$ cat src/rtl/cmp_out_pkg.sv
/*
  Constants shared by the compare output and interrupt vector block:
  register offsets, field positions, reset values and vector codes.
  Assumes a 32-bit classic Wishbone register bus, byte addressed.
*/
package cmp_out_pkg;

  // Register byte offsets
  localparam logic [7:0] CTL_BASE      = 8'h00;  // Channel control, 4 bytes apart
  localparam logic [7:0] LATCH_BASE    = 8'h20;  // Compare latch, 4 bytes apart
  localparam logic [7:0] TIMER_CTL_OFS = 8'h40;  // Overflow flag/enable, pin select
  localparam logic [7:0] VECTOR_OFS    = 8'h44;  // Shared interrupt vector

  // Channel control fields
  localparam int FLAG_BIT    = 0;
  localparam int OUTVAL_BIT  = 2;
  localparam int IE_BIT      = 4;
  localparam int MODE_LSB    = 5;
  localparam int CAPMODE_BIT = 8;

  // Timer control fields
  localparam int OVF_FLAG_BIT = 0;
  localparam int OVF_IE_BIT   = 1;
  localparam int HIZ_FN_BIT   = 2;

  // Output mode codes
  localparam logic [2:0] MODE_OUTPUT     = 3'h0;
  localparam logic [2:0] MODE_SET        = 3'h1;
  localparam logic [2:0] MODE_TOGGLE_RST = 3'h2;
  localparam logic [2:0] MODE_SET_RST    = 3'h3;
  localparam logic [2:0] MODE_TOGGLE     = 3'h4;
  localparam logic [2:0] MODE_RESET      = 3'h5;
  localparam logic [2:0] MODE_TOGGLE_SET = 3'h6;
  localparam logic [2:0] MODE_RST_SET    = 3'h7;

  // Vector codes
  localparam logic [3:0] VEC_NONE     = 4'h0;
  localparam logic [3:0] VEC_OVERFLOW = 4'hE;

  // Reset values
  localparam logic [15:0] LATCH_RESET = 16'h0000;
  localparam logic [2:0]  MODE_RESET_VAL = 3'h0;

endpackage : cmp_out_pkg

$ cat src/rtl/compare_output_irq.sv
/*
  Compare output units and interrupt vector logic of a 16-bit timer
  with up to seven capture/compare channels, behind a Wishbone slave.
  Assumes the counter lives outside: it supplies the count value, a
  one-cycle tick when the count changes, the overflow event and the
  capture events, all on mclk. The output-disable pin is asynchronous.
  The processor side supplies the global enable and a service pulse
  for channel 0. Output enables drive pad buffers outside, low while
  the pin is driven.
*/
// Function
// RULE1: each channel has an output unit with eight modes.
// RULE2: disable pin selected and high puts every output in high impedance.
// RULE3: in modes other than 0, output changes on a clock edge only.
// RULE4: mode 0 output follows the software bit, updated as it is written.
// RULE5: mode 1 sets output on compare match and keeps it set.
// RULE6: mode 2 toggles on compare match, clears on period match.
// RULE7: mode 3 sets on compare match, clears on period match.
// RULE8: mode 4 toggles on every compare match.
// RULE9: mode 5 clears output on compare match and keeps it clear.
// RULE10: mode 6 toggles on compare match, sets on period match.
// RULE11: mode 7 clears on compare match, sets on period match.
// RULE12: channel 0 own match and period match are one signal.
// RULE13: matches count in either count direction.
// RULE14: software keeps a mode bit set while changing modes.
// RULE15: two interrupts: channel 0 dedicated, others plus overflow shared.
// RULE16: flag set by capture or compare match; software may set or clear.
// RULE17: flag interrupts only with channel and global enables set.
// RULE18: channel 0 flag has top priority, cleared when serviced.
// RULE19: vector reports highest enabled pending source except channel 0.
// RULE20: vector 0 idle, 2 channel 1, 4 channel 2, 14 overflow.
// RULE21: any vector access clears the reported flag only.
// RULE22: remaining pending flag requests again at once; low channel wins.
// RULE23: compare mode asserts match when count reaches compare latch.
// RULE24: channels 3 to 6 report vectors 6, 8, 10 and 12.
// RULE25: outputs and all flags clear on reset.
`timescale 1ns/1ns
module compare_output_irq #(
  parameter int CHANNELS = 7
) (
  input  wire logic                mclk,
  input  wire logic                rst_b,
  // Wishbone slave
  input  wire logic                wb_cyc_i,
  input  wire logic                wb_stb_i,
  input  wire logic                wb_we_i,
  input  wire logic [7:0]          wb_adr_i,
  input  wire logic [3:0]          wb_sel_i,
  input  wire logic [31:0]         wb_dat_i,
  output logic      [31:0]         wb_dat_o,
  output logic                     wb_ack_o,
  // Counter side
  input  wire logic [15:0]         countRegister,
  input  wire logic                countTick,
  input  wire logic                overflowEvent,
  input  wire logic [CHANNELS-1:0] captureEvent,
  input  wire logic                globalIntEnable,
  input  wire logic                chanZeroServiced,
  input  wire logic                outputHizPin,
  // Outputs
  output logic      [CHANNELS-1:0] unitOutput,
  output logic      [CHANNELS-1:0] unitOutputEn_b,
  output logic                     chanZeroIrq,
  output logic                     sharedIrq
);

  // Channel vector codes stop at 12, below overflow 14, so seven channels at most
  if (CHANNELS < 2 || CHANNELS > 7) begin : g_bad_channels
    $error("CHANNELS must lie between 2 and 7");
  end

  // Per-channel state
  // Arrays indexed by channel; channel 0 holds the period latch
  logic [2:0]          outputModeSel [CHANNELS];
  logic [15:0]         compareLatch  [CHANNELS];
  logic [CHANNELS-1:0] chanIntEnable;
  logic [CHANNELS-1:0] captureMode;
  logic [CHANNELS-1:0] outValueBit;
  logic [CHANNELS-1:0] chanIntFlag;
  logic                overflowIntFlag;
  logic                overflowIntEnable;
  logic                hizFnSelect;

  // Upper address bits that pick the control and latch groups
  localparam logic [2:0] CTL_BASE_HI   = cmp_out_pkg::CTL_BASE[7:5];
  localparam logic [2:0] LATCH_BASE_HI = cmp_out_pkg::LATCH_BASE[7:5];

  // Bus decode; ack low qualifies a request, so a held strobe is taken every other cycle
  wire        access     = wb_cyc_i & wb_stb_i & ~wb_ack_o;
  wire        wrAccess   = access & wb_we_i;
  wire [2:0]  regIndex   = wb_adr_i[4:2];
  wire        inCtl      = (wb_adr_i[7:5] == CTL_BASE_HI) && (regIndex < CHANNELS);
  wire        inLatch    = (wb_adr_i[7:5] == LATCH_BASE_HI) && (regIndex < CHANNELS);
  wire        hitTimer   = wb_adr_i == cmp_out_pkg::TIMER_CTL_OFS;
  wire        hitVector  = wb_adr_i == cmp_out_pkg::VECTOR_OFS;
  // Only the two low lanes carry register bits
  wire [15:0] laneMask   = {{8{wb_sel_i[1]}}, {8{wb_sel_i[0]}}};
  wire        aligned    = wb_adr_i[1:0] == 2'h0;

  // Output-disable pin, three-stage synchroniser
  // Third stage lets a one-cycle glitch on the pin pass unseen
  logic hizSync1;
  logic hizSync2;
  logic hizSync3;
  logic hizLevel;

  always_ff @(posedge mclk or negedge rst_b) begin
    if (!rst_b) begin
      hizSync1 <= 1'b0;
      hizSync2 <= 1'b0;
      hizSync3 <= 1'b0;
      hizLevel <= 1'b0;
    end else begin
      hizSync1 <= outputHizPin;
      hizSync2 <= hizSync1;
      hizSync3 <= hizSync2;
      // A change counts only once stages two and three agree
      if (hizSync2 == hizSync3) begin
        hizLevel <= hizSync3;
      end
    end
  end

  // RULE13 either count direction
  // Equality rather than a crossing test, so up and down counts both hit
  wire [CHANNELS-1:0] channelMatch;
  // Channel 0 match doubles as the period match of every unit
  wire                periodMatch = channelMatch[0];

  // Interrupt pending terms and vector
  wire [CHANNELS-1:0] enabledPending = chanIntFlag & chanIntEnable;
  wire                ovfPending     = overflowIntFlag & overflowIntEnable;

  // RULE20 codes 0, 2, 4, 14
  // RULE24 channels 3 to 6
  // Highest pending shared source, lowest channel first; walking down
  // from the top channel leaves the lowest pending one in vec
  function automatic logic [3:0] vectorOf(input logic [CHANNELS-1:0] pend,
                                          input logic ovf);
    logic [3:0] vec;
    vec = ovf ? cmp_out_pkg::VEC_OVERFLOW : cmp_out_pkg::VEC_NONE;
    for (int i = CHANNELS - 1; i >= 1; i--) begin
      if (pend[i]) begin
        vec = 4'(2 * i);
      end
    end
    return vec;
  endfunction : vectorOf

  // RULE19 vector from enabled flags
  wire [3:0] vectorValue = vectorOf(enabledPending, ovfPending);
  // RULE21 access clears reported flag
  wire       vectorClear = access & hitVector;
  wire [2:0] clearChan   = 3'(vectorValue >> 1);
  // Overflow cleared only while it is the reported source
  wire       clearOvf    = vectorClear && vectorValue == cmp_out_pkg::VEC_OVERFLOW;

  // Per-channel logic
  for (genvar ch = 0; ch < CHANNELS; ch++) begin : g_chan
    // Only aligned, mapped words are written
    wire        ctlWrite   = wrAccess & aligned & inCtl & (regIndex == 3'(ch));
    wire        latchWrite = wrAccess & aligned & inLatch & (regIndex == 3'(ch));
    wire [15:0] ctlOld     = {7'h00, captureMode[ch], outputModeSel[ch], chanIntEnable[ch],
                              1'b0, outValueBit[ch], 1'b0, chanIntFlag[ch]};
    wire [15:0] ctlNew     = (ctlOld & ~laneMask) | (wb_dat_i[15:0] & laneMask);
    wire [15:0] latchNew   = (compareLatch[ch] & ~laneMask) | (wb_dat_i[15:0] & laneMask);
    // RULE23 compare match on counting
    assign channelMatch[ch] = countTick & ~captureMode[ch] &
                              (countRegister == compareLatch[ch]);

    // RULE12 channel 0 own match is period match
    wire        ownMatch   = channelMatch[ch];
    // A write in flight is seen by the decode, so mode 0 acts at once
    wire [2:0]  modeNow    = ctlWrite ? ctlNew[cmp_out_pkg::MODE_LSB +: 3]
                                      : outputModeSel[ch];
    wire        outBitNow  = ctlWrite ? ctlNew[cmp_out_pkg::OUTVAL_BIT] : outValueBit[ch];
    // RULE16 capture or compare sets flag
    wire        flagSet    = captureMode[ch] ? captureEvent[ch] : ownMatch;
    wire        flagHold   = ctlWrite ? ctlNew[cmp_out_pkg::FLAG_BIT] : chanIntFlag[ch];
    // Channel 0 clears on service and never sits in the vector
    wire        flagClr    = (ch == 0) ? chanZeroServiced
                                       : (vectorClear && clearChan == 3'(ch));
    logic       next_out;


    // RULE1 eight-mode output unit
    // Period action is applied last, so it wins over a same-cycle own match
    always_comb begin
      next_out = unitOutput[ch];
      unique case (modeNow)
        // RULE4 follows software bit at once
        cmp_out_pkg::MODE_OUTPUT:     next_out = outBitNow;
        // RULE5 set on match
        cmp_out_pkg::MODE_SET:        if (ownMatch) next_out = 1'b1;
        // RULE6 toggle, period clears
        cmp_out_pkg::MODE_TOGGLE_RST: begin
          if (ownMatch) next_out = ~unitOutput[ch];
          if (periodMatch) next_out = 1'b0;
        end
        // RULE7 set, period clears
        cmp_out_pkg::MODE_SET_RST:    begin
          if (ownMatch) next_out = 1'b1;
          if (periodMatch) next_out = 1'b0;
        end
        // RULE8 toggle on each match
        cmp_out_pkg::MODE_TOGGLE:     if (ownMatch) next_out = ~unitOutput[ch];
        // RULE9 clear on match
        cmp_out_pkg::MODE_RESET:      if (ownMatch) next_out = 1'b0;
        // RULE10 toggle, period sets
        cmp_out_pkg::MODE_TOGGLE_SET: begin
          if (ownMatch) next_out = ~unitOutput[ch];
          if (periodMatch) next_out = 1'b1;
        end
        // RULE11 clear, period sets
        cmp_out_pkg::MODE_RST_SET:    begin
          if (ownMatch) next_out = 1'b0;
          if (periodMatch) next_out = 1'b1;
        end
      endcase
    end

    // RULE3 output updates on clock edge
    // RULE25 cleared on reset
    always_ff @(posedge mclk or negedge rst_b) begin
      if (!rst_b) begin
        unitOutput[ch]     <= 1'b0;
        unitOutputEn_b[ch] <= 1'b0;
      end else begin
        unitOutput[ch]     <= next_out;
        // Enable follows the filtered pin level, not the raw pin
        // RULE2 pin disables all outputs
        unitOutputEn_b[ch] <= hizFnSelect & hizLevel;
      end
    end

    // Control and latch registers; set beats clear
    always_ff @(posedge mclk or negedge rst_b) begin
      if (!rst_b) begin
        outputModeSel[ch] <= cmp_out_pkg::MODE_RESET_VAL;
        chanIntEnable[ch] <= 1'b0;
        captureMode[ch]   <= 1'b0;
        outValueBit[ch]   <= 1'b0;
        chanIntFlag[ch]   <= 1'b0;
        compareLatch[ch]  <= cmp_out_pkg::LATCH_RESET;
      end else begin
        outputModeSel[ch] <= modeNow;
        outValueBit[ch]   <= outBitNow;
        if (ctlWrite) begin
          chanIntEnable[ch] <= ctlNew[cmp_out_pkg::IE_BIT];
          captureMode[ch]   <= ctlNew[cmp_out_pkg::CAPMODE_BIT];
        end
        // RULE18 serviced request clears flag 0
        chanIntFlag[ch] <= flagSet | (flagHold & ~flagClr);
        if (latchWrite) begin
          compareLatch[ch] <= latchNew;
        end
      end
    end
  end : g_chan

  // Timer control register and overflow flag
  // A write to the flag bit acts as a software set or clear
  wire        timerWrite = wrAccess & aligned & hitTimer;
  wire [15:0] timerOld   = {13'h0000, hizFnSelect, overflowIntEnable, overflowIntFlag};
  wire [15:0] timerNew   = (timerOld & ~laneMask) | (wb_dat_i[15:0] & laneMask);

  always_ff @(posedge mclk or negedge rst_b) begin
    if (!rst_b) begin
      overflowIntFlag   <= 1'b0;
      overflowIntEnable <= 1'b0;
      hizFnSelect       <= 1'b0;
    end else begin
      // Overflow event wins over a same-cycle clear
      overflowIntFlag <= overflowEvent |
                         ((timerWrite ? timerNew[cmp_out_pkg::OVF_FLAG_BIT]
                                      : overflowIntFlag) & ~clearOvf);
      if (timerWrite) begin
        overflowIntEnable <= timerNew[cmp_out_pkg::OVF_IE_BIT];
        hizFnSelect       <= timerNew[cmp_out_pkg::HIZ_FN_BIT];
      end
    end
  end

  // Read data selection; unmapped addresses read zero
  // Unused control bits read as zero
  logic [15:0] ctlRead;
  always_comb begin
    ctlRead = 16'h0000;
    for (int i = 0; i < CHANNELS; i++) begin
      if (regIndex == 3'(i)) begin
        ctlRead = {7'h00, captureMode[i], outputModeSel[i], chanIntEnable[i],
                   1'b0, outValueBit[i], 1'b0, chanIntFlag[i]};
      end
    end
  end

  // Compare latch read back; the bus sees the latch itself
  logic [15:0] latchRead;
  always_comb begin
    latchRead = 16'h0000;
    for (int i = 0; i < CHANNELS; i++) begin
      if (regIndex == 3'(i)) begin
        latchRead = compareLatch[i];
      end
    end
  end

  // Misaligned addresses read zero as well
  wire [15:0] readWord = !aligned  ? 16'h0000 :
                         inCtl     ? ctlRead :
                         inLatch   ? latchRead :
                         hitTimer  ? timerOld :
                         hitVector ? {12'h000, vectorValue} : 16'h0000;

  // Single-wait-state answer, ack drops the cycle after
  // Data is zero outside ack, so an OR-based bus mux needs no gating
  always_ff @(posedge mclk or negedge rst_b) begin
    if (!rst_b) begin
      wb_ack_o <= 1'b0;
      wb_dat_o <= 32'h0000_0000;
    end else begin
      wb_ack_o <= access;
      wb_dat_o <= access ? {16'h0000, readWord} : 32'h0000_0000;
    end
  end

  // Registered for clean pins; each request lags its flag by a cycle
  // RULE15 two interrupt lines
  // RULE17 channel and global enables gate
  // RULE22 remaining pending re-requests
  always_ff @(posedge mclk or negedge rst_b) begin
    if (!rst_b) begin
      chanZeroIrq <= 1'b0;
      sharedIrq   <= 1'b0;
    end else begin
      chanZeroIrq <= enabledPending[0] & globalIntEnable;
      sharedIrq   <= (|enabledPending[CHANNELS-1:1] | ovfPending) & globalIntEnable;
    end
  end

  // RULE14 mode changes left to software; the mode decode has no guard

endmodule : compare_output_irq

$ cat config.mk
export PLATFORM = sky130hd
export DESIGN_NAME = compare_output_irq
export DESIGN_NICKNAME = d
export VERILOG_FILES = /design/src/rtl/cmp_out_pkg.sv /design/src/rtl/compare_output_irq.sv
export SDC_FILE = /design/constraint.sdc
export NUM_CORES = 1
export LEC_CHECK = 0
export ABC_CLOCK_PERIOD_IN_PS = 3150
export BUFFER_PORTS_ARGS = -buffer_cell sky130_fd_sc_hd__buf_4
export CORE_MARGIN = 10
export CORE_UTILIZATION = 25
export CTS_CLUSTER_SIZE = 16
export DETAILED_ROUTE_END_ITERATION = 16
export SLEW_MARGIN = 20
export SYNTH_ARGS = -nofsm -noshare
export SYNTH_HDL_FRONTEND = slang
export SYNTH_SLANG_ARGS = --single-unit
$ cat constraint.sdc
create_clock -name mclk -period 3.15 [get_ports mclk]
set_input_delay 0.63 -clock mclk [delete_from_list [all_inputs] [get_ports mclk]]
set_output_delay 0.63 -clock mclk [all_outputs]
set_load 0.1 [all_outputs]
; Word level (Yosys, flattened, before mapping)
; Cells that the tools add are included.
[totals]
ff_bits = 195
input_bits = 77
out_inout_bits = 49
elab_cells = 382
[op_classes]
n_lt_le_gt_ge = 1
n_eq_ne = 76
n_mux = 108
bitwise = 113
reduce_logical = 23
[ops]
columns = operator, count
row1 = 2-to-1 mux 16 bit, 17
row2 = bitwise AND 16 bit, 8
row3 = equality test 16 bit, 7
row4 = OR 16 bit, 7
row5 = equality test 3 bit (second input constant), 34
row6 = 2-to-1 mux 1 bit, 67
row7 = bitwise AND 9 bit, 7
row8 = OR 9 bit, 7
row9 = equality test 3 x 2 -> 1 bit (second input constant), 18
row10 = bitwise AND 1 bit, 48
row11 = one-hot mux 1 bit (8 select lines), 6
row12 = 2-to-1 mux 4 bit, 9
row13 = equality test 3 x 1 -> 1 bit (second input constant), 10
row14 = zero test 3 bit, 9
row15 = inverter 1 bit, 23
row16 = 2-to-1 mux 3 bit, 7
row17 = equality test 8 x 7 -> 1 bit (second input constant), 2
row18 = inverter 16 bit, 1
row19 = logical AND 1 bit, 9
row20 = 2-to-1 mux 9 bit, 1
row21 = OR 1 bit, 9
row22 = bitwise AND 7 bit, 1
row23 = OR reduction 3 bit, 2
row24 = OR reduction 6 bit, 1
row25 = other kinds (10), 11

; Logic depth before layout (Yosys ltp)
; Gate-level depths: netlist of run 1.
[logic_depth]
depth_word = 14
depth_mapped = 12
ltp_nobuf = 11

; Worst setup path before layout of run 1
; Ideal clock, no wire load.
[synth_timing]
kind = input port to flip-flop
from = input countRegister[3]
to = register unitOutput[3]
setup_time_ps = 134
t_arrival_ps = 2669
required_ps = 3016
path_slack_ps = 347
stages = 11
n_path_buf = 1
cell_sequence = clkbuf_1 xor2_1 nor4_1 nand4b_1 nor3_1 nand4_1 ha_1 mux2_2 a21oi_1 o211a_1 o211ai_1
[synth_between]
elab_chain_len = 5
elab_cells_between_ends = 12
classes_between = eq/ne (2) / mux (8) / bitwise (2)
[synth_lines]
columns = item, line_no
row1 = start: declaration, compare_output_irq.sv:53  ; input wire logic [15:0] countRegister,
row2 = equality test 16 bit, compare_output_irq.sv:169  ; (countRegister == compareLatch[ch]);
row3 = bitwise AND 1 bit, compare_output_irq.sv:168  ; assign channelMatch[ch] = countTick & ~captureMode[ch] &
row4 = 2-to-1 mux 1 bit, -
row5 = "2-to-1 mux 1 bit, on equally long branches", -
row6 = one-hot mux 1 bit (8 select lines) (*), compare_output_irq.sv:190  ; unique case (modeNow)
row7 = via g_chan[3].next_out, compare_output_irq.sv:183  ; logic next_out;
row8 = end signal: indexed assignment, compare_output_irq.sv:229  ; unitOutput[ch] <= next_out;
row9 = end: declaration, compare_output_irq.sv:61  ; output logic [CHANNELS-1:0] unitOutput,
; The timed path passes the listed nets; every way through them passes the cells marked *.
; A chain may end at the register's enable or synchronous reset.

==> results of run 1 <==
==> routing by layer <==
layer / share of wire / global-route usage / vias up
li1: - / - / 3769
met1: 0.43 / 0.172 / 4239
met2: 0.46 / 0.213 / 265
met3: 0.079 / 0.0418 / 53
met4: 0.030 / 0.0545 / 0
met5: 0 / 0 / -
==> cell families after synthesis <==
kind of cell,share of synthesized area
simple gates,0.109
mux,0.225
flops,0.436
compound gates,0.0832
xor+xnor,0.0875
buf+inv,0.0452
fa+ha+maj,0.0143
other cells,0.000335
==> final timing paths <==
path	from	endpoint	depth (start not counted)
setup / recovery	flop	unitOutput[4]	11
hold / removal	rst_b	wb_dat_o[14]	1
setup reg to reg	flop	unitOutput[4]	11
hold reg to reg	hizSync1	hizSync2	0
max in group asynchronous	rst_b	unitOutput[4]	2
min in group mclk	outputHizPin	hizSync1	1
==> critical path, stage by stage, from the launching register on <==
cell and delay, ns:
dfrtp_1 0.41, xor2_1 0.17, nor4_1 0.59, buf_4 0.21
nand4b_1 0.08, nor3_1 0.20, nand4_1 0.25, ha_1 0.39
a211oi_1 0.25, nor3_1 0.08, o22ai_1 0.13, o2bb2ai_1 0.07
==> stage by stage <==
| step | total power [uW] | hold WS (ns) |
|---|---|---|
| final | 5390 | 0.168 |
| after global routing | 5590 | 0.196 |
| after CTS | 5450 | 0.183 |
| after detailed placement | 3220 | 0.358 |
| after global placement | 3220 | 0.338 |
| after floorplan | 2970 | 0.331 |
==> cell usage in the layout (no fill, tap or decap), types with 10 or more instances in the layout <==
cell,instances
xnor2_1,84
clkbuf_16,17
mux2i_1,48
conb_1,16
nor2_1,44
a21oi_1,45
o21ai_0,35
nor3_1,17
inv_1,28
ha_1,12
buf_4,134
o21bai_1,10
dfrtp_1,195
mux4_2,21
nand4_1,24
xor2_1,28
nand3_1,13
mux2_2,138
nand2_1,74
==> layout make-up <==
| class | count | area (um2) |
|---|---|---|
| fill | 4561 | 30900 |
| multi-input combinational | 729 | 5880 |
| sequential | 195 | 4880 |
| timing repair buffer | 138 | 1080 |
| tap | 592 | 741 |
| clock buffer | 17 | 425 |
| clock inverter | 15 | 159 |
| inverter | 29 | 109 |
==> report_power, final <==
group,switching [uW],leakage (uW),internal [uW]
logic,425,0.00314,197
clock network,1090,0.000286,1130
registers,25.0,0.00270,2530
==> out/metrics.csv, run 1 <==
metric,value,unit
synthesis warning total,0,
vias,8326,
slew margin rel.,0.570,
worst reg2reg setup slack,0.21,ns
Post-Route WL,36300,um
Setup Buffers After CTS,0,
async set-reset flop share out of synthesis,1.00,
share of post-route cells with drive strength above 1,0.304,
CTS tree,done,
pwr/cell area,406,nW/um2
vias in the first global route,8547,
maxcap violations,0,
RSZ-0062 raised after global routing,false,
Cells after DPL,1683,
Tmin final,2.94,ns
die height,232,um
Syn Inst Count,1017,
Post-Layout Inst Area,13300,um2
antenna-violating nets left,0,
CP Max Fanout,3,
WL/cell,21.2,um
Max Buffers Root-to-Sink,2,
crit path kind,reg -> reg,
final hold viol count,0,
Final setup viols,0,
CP Capture Type,flop,
Max Freq,340,MHz
Clock transition at path regs,0.07,ns
utilization after layout,0.300,
clk_skew,0.00999,ns
I/O Buffers,91,
Via density,4.85,
CTS Hold Bufs,0,
Congestion Overflow GR,0,
Resize count post-CTS,0,
Slew @ Worst Pin,0.639,ns
Synth area leader,dfrtp_1,
setup TNS,0,ns
IO Pins,126,
dpl cell area,12700,um2
DIE WIDTH,232,um
"Seq/Total Area, Yosys",0.436,
Worst EP arrival,3.28,ns
synth top area cells,"dfrtp_1 44%, mux2_2 14%, xnor2_1 6.6%, mux2i_1 4.3%, mux4_2 4.2%",
Synth Cell Area,11200,um2
H-tree level count,4,
# rows,77,
fin nets,1199,
Mean Syn Cell Area,11.0,um2
core area,44200,um2
initial antenna violation count,0,
CP startpoint kind,flop,
RD Place Congestion,0.903,
dpl hpwl,27700,um
TritonRoute pass-1 iters,5,
Synth top area share,0.436,
CTS buffer count,17,
worst setup margin,0.212,ns
TritonCTS sink count,195,
top-count cell post-synth,dfrtp_1,
"Distinct cells, synth",66,
Final Max Tran Viols,0,
Post-synth EDFFs,0,
DRC,0,
largest net degree at the start of global routing,69,
Crit path required time,3.50,ns
Max VDD drop,0.411,mV
top_reg_cell synth,dfrtp_1,
area of the die,53700,um2
post-route non-filler standard cell count,1715,
synth-to-layout area growth,18.5,%
n_diodes,0,
GR Util All Layers,0.136,
status,completed,
DR iter-0 viols,623,
most frequent cells after synthesis,"195 x dfrtp_1, 138 x mux2_2, 84 x xnor2_1",
Synth Register Bits,195,
DP Worst Slack,-0.158,ns
HP Class,in -> async,
Tcrit/Tclk final,0.933,
CTS Root Cell,clkbuf_16,
initial core utilization,0.253,
first-pass GRT wire length,54900,um
leakage,0.00612,uW
Skew-Pair Late Insertion Delay,0.47,ns
(Power assumes the default switching activity.)
==> inputs of run 2 (changes only) <==
- CELL_PAD_IN_SITES_DETAIL_PLACEMENT: not set -> 1
- CELL_PAD_IN_SITES_GLOBAL_PLACEMENT: not set -> 2
- PLACE_DENSITY_LB_ADDON: not set -> 0.1
- TNS_END_PERCENT: not set -> 50
==> run 2 against run 1 <==
Net effect: maximum frequency rose by 2.1%; first-iteration DRC count fell by 31%; sequential cell count did not move; clock skew rose by 0.0062 ns; design area rose by 2.0%; largest power group unchanged; highest routed layer unchanged.
==> out/metrics.csv, run 2 (synthesis results as in run 1) <==
metric,value,unit,change
Flop pwr share,0.470,,-0.003
Slew @ Worst Pin,0.709,ns,+0.0696 ns
synth-to-layout area growth,20.8,%,
fin nets,1233,,+2.8%
first-pass GRT wire length,64900,um,+18%
dpl cell area,13000,um2,+2.2%
CP bufs+invs,1,,unchanged
Post-Route WL,44300,um,+22%
Congestion Overflow GR,0,,unchanged
DRC,0,,unchanged
CTS Root Cell,clkbuf_16,,
Tcrit/Tclk final,0.913,,-0.0194
CP startpoint kind,flop,,
slew margin rel.,0.526,,-0.0436
# rows,77,,unchanged
Via density,4.78,,-1.5%
DR iter-0 viols,431,,-31%
status,completed,,
Max VDD drop,0.301,mV,-27%
maxcap violations,0,,unchanged
vias in the first global route,9024,,+5.6%
HP Class,in -> async,,
DIE WIDTH,232,um,unchanged
CP Max Fanout,4,,+1
CTS tree,done,,
Comb power frac,0.123,,+0.008
pwr/cell area,401,nW/um2,-1.2%
CTS Hold Bufs,0,,unchanged
core area,44200,um2,unchanged
Crit path required time,3.52,ns,+0.02 ns
Final setup viols,0,,unchanged
Post-Layout Inst Area,13500,um2,+2.0%
clk_skew,0.0162,ns,+0.00617 ns
crit path kind,reg -> reg,,
GR Util All Layers,0.166,,+0.0301
Worst EP arrival,3.25,ns,-0.03 ns
Tmin final,2.88,ns,-0.0612 ns
die height,232,um,unchanged
crit-path cells,xor2_1 > nor4_1 > nand4b_1 > nor3_1 > buf_4 > nand4_1 > ha_1 > a21oi_1 > a221o_1 > a22oi_1,,
CTS buffer count,17,,unchanged
final hold viol count,0,,unchanged
crit path max-delay cell type,nor3_1,,
leakage,0.00628,uW,+2.7%
Pint,3880,uW,+0.64%
initial core utilization,0.253,,unchanged
TritonCTS sink count,195,,unchanged
H-tree level count,4,,unchanged
Setup Buffers After CTS,0,,unchanged
IO Pins,126,,unchanged
Resize count post-CTS,0,,unchanged
sw frac,0.286,,+0.000590
setup TNS,0,ns,unchanged
antenna-violating nets left,0,,unchanged
WL/cell,25.4,um,+20%
Max Freq,348,MHz,+2.1%
post-route non-filler standard cell count,1749,,+2.0%
I/O Buffers,91,,unchanged
DP Worst Slack,-0.117,ns,+0.0412 ns
worst setup margin,0.274,ns,+0.0612 ns
utilization after layout,0.306,,+0.00586
TritonRoute pass-1 iters,5,,unchanged
n_diodes,0,,unchanged
vias,8367,,+0.49%
Psw,1560,uW,+0.93%
initial antenna violation count,1,,+1
dpl hpwl,34000,um,+23%
RSZ-0062 raised after global routing,false,,
largest net degree at the start of global routing,57,,-17%
Cells after DPL,1717,,+2.0%
CP Capture Type,flop,,
"most common cell after layout, fill and taps aside",dfrtp_1,,
Final Max Tran Viols,0,,unchanged
most frequent cells in the layout,"195 x dfrtp_1, 166 x buf_4, 138 x mux2_2",,
Critical Path Max Stage Delay,0.47,ns,-0.12 ns
Clock transition at path regs,0.07,ns,about the same
Max Buffers Root-to-Sink,2,,unchanged
Skew-Pair Late Insertion Delay,0.47,ns,about the same
clock power share,0.407,,-0.005
area of the die,53700,um2,unchanged
RD Place Congestion,0.809,,-10%
crit-path leading delay family,simple AND/OR/NAND/NOR gates,,
share of post-route cells with drive strength above 1,0.323,,+0.0196
==> run 2: cell types whose count changed in the layout (fill, tap and decap cells not counted), sizes merged <==
cell	delta
buf	+35
clkbuf	+2
clkinv	+4
clkinvlp	+1
inv	-8
==> run 2: worst paths after layout <==
check,slack (ns),from,cells past startpoint,end
min,0.10,rst_b,1,unitOutput[1]
min reg2reg,0.35,hizSync1,0,hizSync2
max in group asynchronous,2.30,rst_b,2,async pin
max,0.27,flop,10,unitOutput[2]
min in group mclk,0.28,outputHizPin,1,hizSync1
max reg2reg,0.27,flop,10,unitOutput[2]
==> run 2: layer usage <==
metal / share of wire / track usage
met1: 0.49 / 0.231
met2: 0.47 / 0.269
met3: 0.023 / 0.0202
met4: 0.011 / 0.0402
met5: 0 / 0
==> run 2: cell type report <==
cell class,count,area [um2]
clock buffer,20,457
clock inverter,12,105
fill,4920,30700
inverter,29,109
multi-input combinational,729,5880
sequential,195,4880
tap,592,741
timing repair buffer,172,1360
==> run 2: stage by stage <==
| stage | hold WS [ns] | total power, uW |
|---|---|---|
| floorplan | 0.331 | 2970 |
| global placement | 0.335 | 3280 |
| detailed placement | 0.340 | 3280 |
| CTS | 0.105 | 5530 |
| global route | 0.121 | 5650 |
| finish | 0.101 | 5430 |
==> run 2: power groups by stage <==
stage | clock network (uW) | registers [uW] | logic [uW]
floorplan | 0 | 2610 | 358
global route | 2370 | 2560 | 721
CTS | 2300 | 2550 | 682
global placement | 0 | 2600 | 682
finish | 2210 | 2550 | 669
detailed placement | 0 | 2600 | 680
==> inputs of run 3 (changes only) <==
- ABC_CLOCK_PERIOD_IN_PS: 3150 -> 3100
- clock period: 3.15 -> 3.1 ns (I/O delays scaled with it)
==> run 3 against run 2 <==
Net effect: design area increased by 0.49%; largest cell class unchanged; total power increased by 4.9%; maximum frequency increased by 1.8%; setup slack about the same; register-to-register slack about the same; utilization increased by 0.15 points; critical endpoint is now unitOutput[3]; critical path type unchanged; critical path depth unchanged; global-route usage increased by 0.21 points; combinational power increased by 2%; largest power group unchanged; routed wire length about the same.
==> out/metrics.csv, run 3 (synthesis results as in run 1) <==
metric,value,unit,change
status,completed,,
Max Buffers Root-to-Sink,2,,unchanged
worst reg2reg setup slack,0.27,ns,about the same
pwr/cell area,419,nW/um2,+4.4%
Flop pwr share,0.455,,-0.015
initial core utilization,0.253,,unchanged
leakage,0.00630,uW,+0.26%
first-pass GRT wire length,65600,um,+1.1%
DP Worst Slack,-0.0855,ns,+0.0314 ns
Max VDD drop,0.240,mV,-20%
IO Pins,126,,unchanged
setup TNS,0,ns,unchanged
dpl cell area,13000,um2,about the same
"most common cell after layout, fill and taps aside",dfrtp_1,,
core area,44200,um2,unchanged
Critical Path Max Stage Delay,0.44,ns,-0.03 ns
I/O Buffers,91,,unchanged
reg2reg path depth,10,,unchanged
worst setup margin,0.273,ns,-0.000131 ns
most frequent cells in the layout,"195 x dfrtp_1, 170 x buf_4, 138 x mux2_2",,
DRC,0,,unchanged
Tmin final,2.83,ns,-0.0499 ns
RD Place Congestion,0.811,,+0.30%
vias,8335,,-0.38%
TritonRoute pass-1 iters,4,,-1
maxcap violations,0,,unchanged
crit path max-delay cell type,dfrtp_1,,
n_diodes,0,,unchanged
CP startpoint kind,flop,,
Tcrit/Tclk final,0.912,,-0.00136
TritonCTS sink count,195,,unchanged
vias in the first global route,9081,,+0.63%
crit path kind,reg -> reg,,
CTS tree,done,,
sw frac,0.283,,-0.00384
Pint,4090,uW,+5.5%
Comb power frac,0.120,,-0.003
Psw,1610,uW,+3.5%
synth-to-layout area growth,21.4,%,
utilization after layout,0.308,,+0.00150
crit-path cells,xor2_1 > nor4_1 > nand4b_1 > nor3_1 > nand4_1 > ha_1 > mux2_2 > a21oi_1 > o211a_1 > o211ai_1,,
initial antenna violation count,1,,unchanged
antenna-violating nets left,0,,unchanged
Via density,4.76,,-0.55%
CP Max Fanout,3,,-1
area of the die,53700,um2,unchanged
clk_skew,0.0110,ns,-0.00519 ns
slew margin rel.,0.561,,+0.0349
Slew @ Worst Pin,0.656,ns,-0.0525 ns
die height,232,um,unchanged
share of post-route cells with drive strength above 1,0.326,,+0.00261
Congestion Overflow GR,0,,unchanged
CP Capture Type,flop,,
Final setup viols,0,,unchanged
Setup Buffers After CTS,0,,unchanged
final hold viol count,0,,unchanged
clock power share,0.425,,+0.018
GR Util All Layers,0.168,,+0.00207
dpl hpwl,33900,um,-0.54%
largest net degree at the start of global routing,61,,+7.0%
Worst EP arrival,3.16,ns,-0.09 ns
CTS Root Cell,clkbuf_16,,
Skew-Pair Late Insertion Delay,0.47,ns,about the same
RSZ-0062 raised after global routing,false,,
fin nets,1236,,+0.24%
# rows,77,,unchanged
DIE WIDTH,232,um,unchanged
DR iter-0 viols,447,,+3.7%
Resize count post-CTS,0,,unchanged
Final Max Tran Viols,0,,unchanged
reg2reg end,unitOutput[3],,
Post-Layout Inst Area,13600,um2,+0.49%
Post-Route WL,44300,um,about the same
Max Freq,354,MHz,+1.8%
WL/cell,25.3,um,-0.22%
HP Class,in -> async,,
Crit path required time,3.44,ns,-0.08 ns
CTS Hold Bufs,0,,unchanged
Clock transition at path regs,0.08,ns,about the same
H-tree level count,4,,unchanged
CTS buffer count,17,,unchanged
-- run 3: changes by cell type in the layout (fill, tap and decap cells not counted) --
cell	previous run	this run
buf_12	5	4
buf_4	166	170
bufinv_16	1	3
clkbuf_1	1	0
clkbuf_8	2	1
clkinv_2	5	0
clkinvlp_4	2	6
inv_6	2	3
-- run 3: final cells by class --
type	count	area (um2)
well taps	592	741
inverters	29	109
fillers	4868	30600
flip-flops and latches	195	4880
clock buffers	18	439
multi-input cells	729	5880
clock inverters	14	179
repair buffers	175	1370
-- run 3: power groups by stage --
stage	Combinational, uW	Clock [uW]	Sequential, uW
after detailed placement	691	0	2640
after CTS	694	2520	2590
final	682	2420	2590
after global placement	693	0	2640
after global routing	736	2600	2600
after floorplan	363	0	2650
-- run 3: stage by stage --
step / power (uW) / hold WS (ns) / cells
2_1_floorplan: 3020 / 0.324 / 1032
3_5_place_dp: 3340 / 0.356 / 1720
4_1_cts: 5810 / 0.0813 / 1752
5_1_grt: 5940 / 0.106 / 1752
3_3_place_gp: 3340 / 0.335 / 1720
6_report: 5700 / 0.0806 / 1752
-- run 3: worst max-delay path: cells and delay by family (launching register included) --
family | cells | cell delay, ns
AOI/OAI and AO/OA | 3 | 0.39
DFF | 1 | 0.44
xor gates and xnor gates | 1 | 0.16
muxes | 1 | 0.26
adders and majority gates | 1 | 0.37
and+or+nand+nor | 4 | 1.08
-- run 3: how the worst max path moves through the flow --
stage	to	slack, ns	cells past startpoint
floorplan	unitOutput[3]	0.31	11
global placement	unitOutput[2]	-0.04	11
detailed placement	unitOutput[2]	-0.09	11
CTS	unitOutput[3]	0.25	10
global route	unitOutput[3]	0.08	10
finish	unitOutput[3]	0.27	10
-- run 3: routing by layer --
metal  GRT usage  vias up  routed length (um)
li1            -     3836                   -
met1       0.232     4374               21800
met2       0.269       94               20900
met3      0.0216       31                 952
met4      0.0504        0                 719
met5           0        -                   0
